--- config.mk ---
export PLATFORM = sky130hd
export DESIGN_NAME = pmp_pin_ctrl
export DESIGN_NICKNAME = d
export VERILOG_FILES = /design/src/pmp_pkg.sv /design/src/pmp_pin_ctrl.sv
export SDC_FILE = /design/constraint.sdc
export NUM_CORES = 1
export LEC_CHECK = 0
export BUFFER_PORTS_ARGS = -buffer_cell sky130_fd_sc_hd__buf_2
export CELL_PAD_IN_SITES_DETAIL_PLACEMENT = 0
export CELL_PAD_IN_SITES_GLOBAL_PLACEMENT = 2
export CORE_MARGIN = 2
export CORE_UTILIZATION = 35
export DETAILED_ROUTE_END_ITERATION = 6
export PLACE_DENSITY_LB_ADDON = 0.05
export REMOVE_ABC_BUFFERS = 1
export SLEW_MARGIN = 20
export SYNTH_ARGS = -nofsm -noshare
export SYNTH_HDL_FRONTEND = slang
export SYNTH_SLANG_ARGS = --single-unit
--- constraint.sdc ---
create_clock -name clk -period 3.8 [get_ports clk]
set_input_delay 0.57 -clock clk [delete_from_list [all_inputs] [get_ports clk]]
set_output_delay 0.57 -clock clk [all_outputs]
set_load 0.01 [all_outputs]
--- src/pmp_pkg.sv ---
package pmp_pkg;

    // ------------------------------------------------------------
    // Mode straps and lock sequence
    // ------------------------------------------------------------
    localparam logic [1:0] MODE_HOST_INT = 2'h0;
    localparam logic [1:0] MODE_HOST_EXT = 2'h1;
    localparam logic [1:0] MODE_SAT      = 2'h2;

    localparam logic [1:0] SETTLE_CYC    = 2'h3;

    typedef enum logic [1:0] {
        LK_RESET  = 2'h0,
        LK_SETTLE = 2'h1,
        LK_RUN    = 2'h3
    } pmp_lock_t;

    // ------------------------------------------------------------
    // Sampled pin vector layout
    // ------------------------------------------------------------
    localparam int PIN_W     = 7;
    localparam int PIN_REQ0  = 0;
    localparam int PIN_REQ1  = 1;
    localparam int PIN_GNT0  = 2;
    localparam int PIN_RST   = 3;
    localparam int PIN_SERR  = 4;
    localparam int PIN_STOP  = 5;
    localparam int PIN_TRDY  = 6;

    localparam logic [6:0] PIN_IDLE = 7'h7f;
    localparam logic [1:0] OE_OFF2  = 2'h3;
    localparam logic [1:0] HIGH2    = 2'h3;

endpackage : pmp_pkg

--- src/pmp_pin_ctrl.sv ---
// Contract
// - Host with internal arbiter: both request lines are inputs feeding the arbiter.
// - Host with external arbiter: drive request zero low when bus is needed.
// - Host with external arbiter: request one unused, driven permanently high.
// - Satellite: request zero asks for bus; request one becomes configuration select.
// - Host mode: drive bus reset line to reset PCI agents.
// - Satellite: bus reset line is input; its assertion starts a warm reset.
// - Assert system error on parity or other system errors, open drain.
// - Addressed target asserts stop to end transaction; master honours it.
// - Addressed target asserts target ready when data phase can complete.
// - Grant one is serial memory select in satellite, high with external arbiter.
`timescale 1ns/10ps
module pmp_pin_ctrl
    import pmp_pkg::*;
(
    input  wire logic       clk,
    input  wire logic       rst,
    input  wire logic [1:0] modeStrap,
    // Request lines
    input  wire logic [1:0] reqIn,
    output logic      [1:0] reqOut,
    output logic      [1:0] reqOeN,
    // Grant lines
    input  wire logic [1:0] gntIn,
    output logic      [1:0] gntOut,
    output logic      [1:0] gntOeN,
    // Bus reset line
    input  wire logic       busRstIn,
    output logic            busRstOut,
    output logic            busRstOeN,
    // System error line, open drain
    input  wire logic       serrIn,
    output logic            serrOut,
    output logic            serrOeN,
    // Target stop and ready lines
    input  wire logic       stopIn,
    output logic            stopOut,
    output logic            stopOeN,
    input  wire logic       trdyIn,
    output logic            trdyOut,
    output logic            trdyOeN,
    // User side
    input  wire logic [1:0] arbGrantN,
    input  wire logic       busNeed,
    input  wire logic       eepromSelN,
    input  wire logic       busResetReq,
    input  wire logic       serrReq,
    input  wire logic       targetSel,
    input  wire logic       stopReq,
    input  wire logic       trdyReq,
    input  wire logic       masterActive,
    output logic      [1:0] arbReqN,
    output logic            gntSeen,
    output logic            configSelect,
    output logic            warmResetPulse,
    output logic            serrSeen,
    output logic            stopSeen,
    output logic            trdySeen,
    output logic            masterEnd,
    output logic      [1:0] modeOut,
    output logic            running
);

    // ------------------------------------------------------------
    // Mode lock
    // ------------------------------------------------------------
    pmp_lock_t   lock_q;
    pmp_lock_t   lock_d;
    logic  [1:0] settle_q;
    logic  [1:0] mode_q;
    logic  [1:0] strapS1_q;
    logic  [1:0] strapS2_q;
    logic  [1:0] strapS3_q;

    // Strap is settled through the same three stages as the pins,
    // then frozen so pin direction cannot flip under live traffic.
    always_comb begin
        case (lock_q)
            LK_RESET:  lock_d = LK_SETTLE;
            LK_SETTLE: lock_d = (settle_q == SETTLE_CYC) ? LK_RUN : LK_SETTLE;
            LK_RUN:    lock_d = LK_RUN;
            default:   lock_d = LK_RESET;
        endcase
    end

    always_ff @(posedge clk) begin
        if (rst) begin
            lock_q    <= LK_RESET;
            settle_q  <= 2'h0;
            mode_q    <= MODE_HOST_INT;
            strapS1_q <= MODE_HOST_INT;
            strapS2_q <= MODE_HOST_INT;
            strapS3_q <= MODE_HOST_INT;
        end else begin
            lock_q    <= lock_d;
            strapS1_q <= modeStrap;
            strapS2_q <= strapS1_q;
            strapS3_q <= strapS2_q;
            if (lock_q == LK_SETTLE && settle_q != SETTLE_CYC) begin
                settle_q <= settle_q + 2'h1;
            end
            if (lock_q != LK_RUN && strapS2_q == strapS3_q) begin
                mode_q <= strapS3_q;
            end
        end
    end

    wire run     = (lock_q == LK_RUN);
    wire hostInt = run && (mode_q == MODE_HOST_INT);
    wire hostExt = run && (mode_q == MODE_HOST_EXT);
    wire sat     = run && (mode_q == MODE_SAT);

    // ------------------------------------------------------------
    // Pin input sampling
    // ------------------------------------------------------------
    logic [PIN_W-1:0] pinS1_q;
    logic [PIN_W-1:0] pinS2_q;
    logic [PIN_W-1:0] pinS3_q;
    logic [PIN_W-1:0] filt_q;
    logic             rstPrev_q;

    wire [PIN_W-1:0] pinRaw = {trdyIn, stopIn, serrIn, busRstIn, gntIn[0], reqIn};
    // A bit moves only when stages two and three agree
    wire [PIN_W-1:0] filt_d = (pinS2_q & pinS3_q) | (filt_q & (pinS2_q | pinS3_q));

    always_ff @(posedge clk) begin
        if (rst) begin
            pinS1_q   <= PIN_IDLE;
            pinS2_q   <= PIN_IDLE;
            pinS3_q   <= PIN_IDLE;
            filt_q    <= PIN_IDLE;
            rstPrev_q <= 1'b1;
        end else begin
            pinS1_q   <= pinRaw;
            pinS2_q   <= pinS1_q;
            pinS3_q   <= pinS2_q;
            filt_q    <= filt_d;
            rstPrev_q <= filt_q[PIN_RST];
        end
    end

    // ------------------------------------------------------------
    // Pin drive decode
    // ------------------------------------------------------------
    wire [1:0] reqOeN_d = {~hostExt, ~(hostExt | sat)};
    wire [1:0] reqOut_d = {1'b1, ~busNeed};
    wire [1:0] gntOeN_d = {~run, ~hostInt};
    wire       gnt1Val  = hostInt ? arbGrantN[1] : (sat ? eepromSelN : 1'b1);
    wire [1:0] gntOut_d = {gnt1Val, arbGrantN[0]};
    wire       rstOeN_d = ~(hostInt | hostExt);
    wire       rstOut_d = ~busResetReq;
    wire       serrOeN_d = ~(run & serrReq);
    wire       tgtOeN_d  = ~(run & targetSel);

    // Satellite reset: act on a settled high-to-low move only
    wire warmRst_d = sat & rstPrev_q & ~filt_q[PIN_RST];
    wire stopLow   = ~filt_q[PIN_STOP];

    always_ff @(posedge clk) begin
        if (rst) begin
            reqOut         <= HIGH2;
            reqOeN         <= OE_OFF2;
            gntOut         <= HIGH2;
            gntOeN         <= OE_OFF2;
            busRstOut      <= 1'b1;
            busRstOeN      <= 1'b1;
            serrOut        <= 1'b1;
            serrOeN        <= 1'b1;
            stopOut        <= 1'b1;
            stopOeN        <= 1'b1;
            trdyOut        <= 1'b1;
            trdyOeN        <= 1'b1;
            arbReqN        <= HIGH2;
            gntSeen        <= 1'b0;
            configSelect   <= 1'b0;
            warmResetPulse <= 1'b0;
            serrSeen       <= 1'b0;
            stopSeen       <= 1'b0;
            trdySeen       <= 1'b0;
            masterEnd      <= 1'b0;
            modeOut        <= MODE_HOST_INT;
            running        <= 1'b0;
        end else begin
            reqOut         <= reqOut_d;
            reqOeN         <= reqOeN_d;
            gntOut         <= gntOut_d;
            gntOeN         <= gntOeN_d;
            busRstOut      <= rstOut_d;
            busRstOeN      <= rstOeN_d;
            serrOut        <= 1'b0;
            serrOeN        <= serrOeN_d;
            stopOut        <= ~stopReq;
            stopOeN        <= tgtOeN_d;
            trdyOut        <= ~trdyReq;
            trdyOeN        <= tgtOeN_d;
            arbReqN        <= hostInt ? filt_q[1:0] : HIGH2;
            gntSeen        <= (hostExt | sat) & ~filt_q[PIN_GNT0];
            configSelect   <= sat & ~filt_q[PIN_REQ1];
            warmResetPulse <= warmRst_d;
            serrSeen       <= run & ~filt_q[PIN_SERR];
            stopSeen       <= run & stopLow;
            trdySeen       <= run & ~filt_q[PIN_TRDY];
            masterEnd      <= run & masterActive & stopLow;
            modeOut        <= mode_q;
            running        <= run;
        end
    end
endmodule : pmp_pin_ctrl

# Word-level counts from Yosys, hierarchy flattened
# Index checks and enable logic that the tools add are counted.
# classes
add_sub_neg	1
mul	0
div_mod_pow	0
n_lt_le_gt_ge	0
n_eq_ne	8
shift	0
n_mux	5
bitwise_logic	34
reduce_logical	8
# ops
op	n
1-bit inverter	17
7-bit AND	2
7-bit bitwise OR	2
1-bit AND	11
2-bit == test (second input constant)	3
2-bit case mux with 3 select lines	1
1-bit logical AND	5
2-bit by 1-bit == test with 1-bit output (second input constant)	2
2-bit logical NOT	2
2-bit inequality test (second input constant)	2
1-bit 2-to-1 mux	3
2-bit by 1-bit adder with 2-bit output (second input constant)	1
2-bit == test	1
2-bit 2-to-1 mux	1
1-bit bitwise OR	2
2-bit OR reduction	1
# totals
ff_bits	68
latch_bits	0
ramBits	0
mem_bits_ro	0
inputBits	22
output_inout_bits	28
word_cells	89
mem_count	0

# Logic depth before layout (Yosys ltp)
# Gate-level depths: netlist of the first run.
# depth
word_depth	4
depth_mapped	5

# Worst setup path after synthesis of the first run
# Ideal clock, no wire load.
# synth_path
path_type	in2reg
from	input rst
to	register arbReqN[1]
setup_ns	0.123
arrival_ns	1.186
required_time_ns	3.677
setup_slack_ns	2.491
stages	3
cell_sequence	and4bb_2 -> nand2b_1 -> or2_2
# synth_between
elab_chain_len	1
# synth_rtl
item	line	text
from (decl)	pmp_pin_ctrl.sv:17	input wire logic rst,
2-bit OR reduction (no source line)	n/a	
to (signal assigned)	pmp_pin_ctrl.sv:196	arbReqN <= hostInt ? filt_q[1:0] : HIGH2;
to (decl)	pmp_pin_ctrl.sv:52	output logic [1:0] arbReqN,
# No other way between the ends.
# A chain may end at the register's enable or synchronous reset.

==> results.cfg, run 1 <==
[power_and_ir_drop]
powerDensity_nw_per_um2 = 541
peakVddDrop_mv = 0.197
leakage_uw = 0.00104

[final_layout]
stdcell_count = 303
stdcell_area_um2 = 2460
area_delta_synth_final_pct = 23.4
n_antenna_cell = 0
drive_gt1_frac = 0.390
fill_cells = 538
final_nets = 249

[worst_hold_path]
holdCritPathClass = primary input to register

[clock_network]
tritoncts = yes
cts-resized-gates = 0
clk_path_buf_depth = 2
root_buffer = clkbuf_8
htree_levels = 3
clk_latency_ns = 0.32
numCtsBuffers = 9
cts.sinks = 67
cts_hold_buf = 0
cts.clk_slew.worst_paths_ns = 0.06
cts_setup_buffers = 0

[floorplan]
initial_utilization = 0.362
die_w_um = 79.5
rows = 27
die_h_um = 79.5
coreArea_um2 = 5510
io_pins = 50
die_area_um2 = 6320

[run_status]
status = complete, no violations

[timing]
relSlewSlack = 0.521
finalHoldViolations = 0
tns_ns = 0
fin_hold_ws_ns = 0.404
tightest_slew_ns = 0.718
fmax_ghz = 0.646
min_period_ns = 1.55
rsz0062_at_grt = false
finalMaxSlewViolations = 0
setup_violations = 0
fin_crit_sh = 0.407
finClkSkew_ns = 0.00317

[place]
dpl_cell_area_um2 = 2280
port_buffers = 47
place_congestion = 0.704
dp_cells = 287
hpwlAfterDp_um = 1990

[drt]
vias = 1280
first_pass_iters = 4
wl_per_cell_um = 10.1
drcViolationCount = 0
ant_nets = 0
drt-vias-per-instance = 4.22
drt_iter0_markers = 31
finalWirelength_um = 3070

[yosys]
synth-edff-count = 0
syn_area_per_cell_um2 = 11.3
synthArstFlopShare = 0
yosysUniqueCellTypes = 30
yosys.area.top_type = dfxtp_1
synth_seq_cells = 67
synth_area_leaders = dfxtp_1, or2_2, nor2_1
synth_top_area_share = 0.672
synth_cells = 177
ys.warnings.count = 0
synth_seq_area_share = 0.672
netlist_area_um2 = 2000
ys.flop_type = dfxtp_1

[setup_path]
path_cells = buf_2 -> and3b_2 -> inv_2 -> nor2_4 -> and2_1
cp.arrival_ns = 1.77
path_buf_inv = 2
cp_slowest_cell = buf_2
crit_family = buffers and inverters
end_kind = register
critPathLaunchType = primary input
required_ns = 4.02
cp_slowest_stage_delay_ns = 0.55
critPathKind = primary input to register
critPathMaxFanout = 51

[grt]
grt_use_total = 0.111
antenna_found_initial = 0
grt_pass1_wl_um = 5150
overflow = 0
grt_pass1_vias = 1227
grt_max_degree = 52

[job]
drv_cap = 0
[final cells by class]
| class | instances | area [um2] | share of cell area |
|---|---|---|---|
| Clock buffer | 14 | 153 | 0.0620 |
| Clock inverter | 2 | 35.0 | 0.0142 |
| Inverter | 3 | 11.3 | 0.00457 |
| Multi-Input combinational cell | 98 | 598 | 0.243 |
| Sequential cell | 67 | 1340 | 0.544 |
| Tap cell | 72 | 90.1 | 0.0366 |
| Timing Repair Buffer | 47 | 235 | 0.0955 |
[placed cells by master (no fill, tap or decap), types with 2 or more instances in the layout]
master | Yosys | layout
dfxtp_1 | 67 | 67
buf_2 | 2 | 47
or2_2 | 25 | 25
nor2_1 | 15 | 15
clkbuf_8 | 0 | 10
nor2b_1 | 9 | 9
a21oi_1 | 8 | 8
o21bai_1 | 7 | 7
nand2_1 | 7 | 7
nand2b_1 | 5 | 5
clkbuf_1 | 4 | 4
xor2_1 | 3 | 3
inv_1 | 2 | 2
nor3b_1 | 2 | 2
nor3_1 | 2 | 2
mux2i_1 | 2 | 2
o21ai_0 | 2 | 2
[path summary, 6_finish.rpt]
| check | start | to | slack [ns] | depth (start not counted) |
|---|---|---|---|---|
| setup / recovery | rst | masterEnd | 2.25 | 5 |
| setup reg to reg | settle_q[0] | settle_q[1] | 2.50 | 4 |
| hold reg to reg | pinS1_q[3] | pinS2_q[3] | 0.41 | 1 |
| hold / removal | busNeed | reqOut[0] | 0.40 | 2 |
[synth_stat cells (2+ instances only)]
| library cell | count |
|---|---|
| dfxtp_1 | 67 |
| or2_2 | 25 |
| nor2_1 | 15 |
| nor2b_1 | 9 |
| a21oi_1 | 8 |
| nand2_1 | 7 |
| o21bai_1 | 7 |
| nand2b_1 | 5 |
| clkbuf_1 | 4 |
| xor2_1 | 3 |
| buf_2 | 2 |
| buf_4 | 2 |
| inv_1 | 2 |
| mux2i_1 | 2 |
| nor3_1 | 2 |
| nor3b_1 | 2 |
| o21ai_0 | 2 |
[cells by family (layout without fill, tap and decap cells)]
family | count (synthesis) | in the layout | synth area share
AND/OR/NAND/NOR | 71 | 71 | 0.204
XOR/XNOR | 4 | 4 | 0.0176
multiplexers | 3 | 3 | 0.0157
adder cells (fa/ha/maj) | 1 | 1 | 0.00627
buffers and inverters | 12 | 66 | 0.0282
AO/OA/AOI/OAI | 18 | 18 | 0.0545
flip-flops | 67 | 67 | 0.672
other | 1 | 1 | 0.00188
[metal layers]
layer  up-vias  track usage  wire, um
met1       576        0.116      1310
met3         9       0.0430       224
met5         -            0         0
met2        43        0.176      1440
met4         0       0.0931       102
li1        652            -         -
[report_power, final]
| group | total [uW] | switching, uW | internal (uW) |
|---|---|---|---|
| clock network | 556 | 235 | 321 |
| logic | 46.1 | 20.3 | 25.9 |
| registers | 730 | 8.26 | 721 |
| total | 1330 | 263 | 1070 |
[flip-flops by register name, indices dropped and copies added, names as in the netlist, 7 cells and up]
signal	cells
filt_q	7
pinS1_q	7
pinS2_q	7
pinS3_q	7
[worst reg2reg max path, delay by kind of cell, from the launching register on]
| family | cells | cell delay [ns] |
|---|---|---|
| flip-flops | 1 | 0.32 |
| adder cells (fa/ha/maj) | 1 | 0.21 |
| AND/OR/NAND/NOR | 2 | 0.39 |
| multiplexers | 1 | 0.24 |
[through the flow]
| stage | worst slack, ns | util | total power, uW |
|---|---|---|---|
| floorplan | 2.49 | - | 769 |
| global placement | 1.93 | 0.413 | 790 |
| detailed placement | 1.88 | 0.413 | 793 |
| CTS | 2.23 | 0.447 | 1360 |
| global route | 2.15 | 0.447 | 1410 |
| finish | 2.25 | 0.447 | 1330 |
(Power assumes the default switching activity.)
==> run 2, diff against run 1 <==
- ABC_AREA: default -> 1
- CORE_UTILIZATION: 35 -> 28
- clock period: 3.8 -> 1.28 ns (I/O delays scaled with it)
==> results.cfg, run 2 <==
[floorplan]
die_w_um = 87.7
rows = 30
io_pins = 50
initial_utilization = 0.289
die_area_um2 = 7690
coreArea_um2 = 6790
die_h_um = 87.7

[drt]
drt-vias-per-instance = 3.83
drcViolationCount = 0
ant_nets = 0
vias = 1344
first_pass_iters = 4
wl_per_cell_um = 9.43
finalWirelength_um = 3310
drt_iter0_markers = 37

[clock_network]
clk_path_buf_depth = 2
htree_levels = 3
numCtsBuffers = 9
tritoncts = yes
root_buffer = clkbuf_8
cts.sinks = 67
cts.clk_slew.worst_paths_ns = 0.07
clk_latency_ns = 0.33

[timing]
finalHoldViolations = 0
min_period_ns = 1.18
setup_violations = 0
rsz0062_at_grt = false
tns_ns = 0
finClkSkew_ns = 0.00360
fin_crit_sh = 0.924
finalMaxSlewViolations = 0
fmax_ghz = 0.846

[yosys]
ys_top_cells_by_count = dfxtp_1, nand2_1, or2_2
synth-edff-count = 0
synth_seq_area_share = 0.684
netlist_area_um2 = 1960
synth_area_leaders = dfxtp_1, or2_2, nand2_1
syn_area_per_cell_um2 = 10.1
synth_cells = 194
synth_top_area_share = 0.684
synthArstFlopShare = 0
yosys.area.top_type = dfxtp_1
ys.flop_type = dfxtp_1
synth_seq_cells = 67
ys.warnings.count = 0
yosysUniqueCellTypes = 24
synthMostInstantiatedCell = dfxtp_1

[final_layout]
area_delta_synth_final_pct = 27.2
seqCellArea_um2 = 1340
multi_input_area_um2 = 533
stdcell_area_um2 = 2490
n_antenna_cell = 0
final_nets = 274
layout_common_cells = dfxtp_1, buf_2, nand2_1, or2_2, nor2_1
drive_gt1_frac = 0.373
fill_cells = 711
final_common_cell = dfxtp_1

[worst_hold_path]
holdCritPathClass = primary input to register

[power_and_ir_drop]
switching_share = 0.216
internal-power_uw = 2970
peakVddDrop_mv = 0.431
seq_power_share = 0.574
switchingPower_uw = 816
leakage_uw = 0.00107
powerDensity_nw_per_um2 = 1520
p_comb_frac = 0.046
p_clk_frac = 0.380

[grt]
grt_use_total = 0.0971
overflow = 0
grt_pass1_wl_um = 5530
antenna_found_initial = 0
grt_pass1_vias = 1244
grt_max_degree = 31

[place]
port_buffers = 47
place_congestion = 0.727
dpl_cell_area_um2 = 2300
hpwlAfterDp_um = 2370

[setup_path]
end_kind = register
critPathKind = register to register
required_ns = 1.49
cp.arrival_ns = 1.40
critPathLaunchType = register
critPathMaxFanout = 5

[job]
drv_cap = 0

[run_status]
status = complete, no violations
[run 2: area by class of cell]
class,count,area share
Clock buffer,12,0.0582
Sequential cell,67,0.538
Clock inverter,3,0.00602
Inverter,15,0.0226
Timing Repair Buffer,53,0.113
Tap cell,96,0.0481
Multi-Input combinational cell,105,0.214
[run 2: cells by family (layout without fill, tap and decap cells)]
kind of cell	Yosys count	count (layout)	synth area share
AND/OR/NAND/NOR	83	83	0.208
flip-flops	67	67	0.684
buffers and inverters	22	83	0.0466
AO/OA/AOI/OAI	19	19	0.0485
adder cells (fa/ha/maj)	1	1	0.00638
other	1	1	0.00191
XOR/XNOR	1	1	0.00447
[run 2: power by group through the flow]
stage	Clock [uW]	Sequential, uW	Combinational [uW]
global route	1590	2180	202
CTS	1510	2170	177
detailed placement	0	2220	174
finish	1440	2170	174
global placement	0	2220	170
floorplan	0	2220	81.5
[run 2: metal layers]
| layer | GRT usage | vias to the layer above | part of all wire |
|---|---|---|---|
| met5 | 0 | - | 0 |
| met4 | 0.0755 | 0 | 0.034 |
| met3 | 0.0377 | 11 | 0.074 |
| met2 | 0.145 | 40 | 0.42 |
| met1 | 0.111 | 586 | 0.47 |
| li1 | - | 707 | - |
[run 2: final timing paths]
path | start | end | slack [ns] | cells past startpoint
hold / removal | targetSel | trdyOeN | 0.02 | 2
setup / recovery | lock_q[1] | arbReqN[1] | 0.1 | 6
setup reg to reg | lock_q[1] | arbReqN[1] | 0.1 | 6
hold reg to reg | strapS1_q[0] | strapS2_q[0] | 0.40 | 2
[run 2: critical path: stages (launching register included)]
cell and delay [ns]:
dfxtp_1 0.36, nand2_2 0.11, nor2_4 0.19, nand2_4 0.06, nor2_2 0.10, inv_2 0.05, or2_1 0.20
[run 2: per-stage QoR]
stage | std cells | setup slack, ns | power, uW | utilization | hold slack [ns]
after CTS | 349 | 0.0591 | 3860 | 0.364 | 0.00239
after global placement | 333 | 0.103 | 2390 | 0.339 | 0.359
after detailed placement | 333 | 0.0734 | 2390 | 0.339 | 0.365
after floorplan | 187 | 0.206 | 2300 | - | 0.220
after global routing | 351 | 0.00700 | 3970 | 0.367 | 0.00559
final | 351 | 0.0978 | 3780 | 0.367 | 0.0227
[run 2: repair_timing]
action / 4_1_cts / 5_1_grt
buffers inserted: 0 / 2
gates resized for setup: 0 / 2
endpoints found under the setup margin: 0 / 3
hold endpoints to repair: 1 / 0
hold buffers: 1 / 0
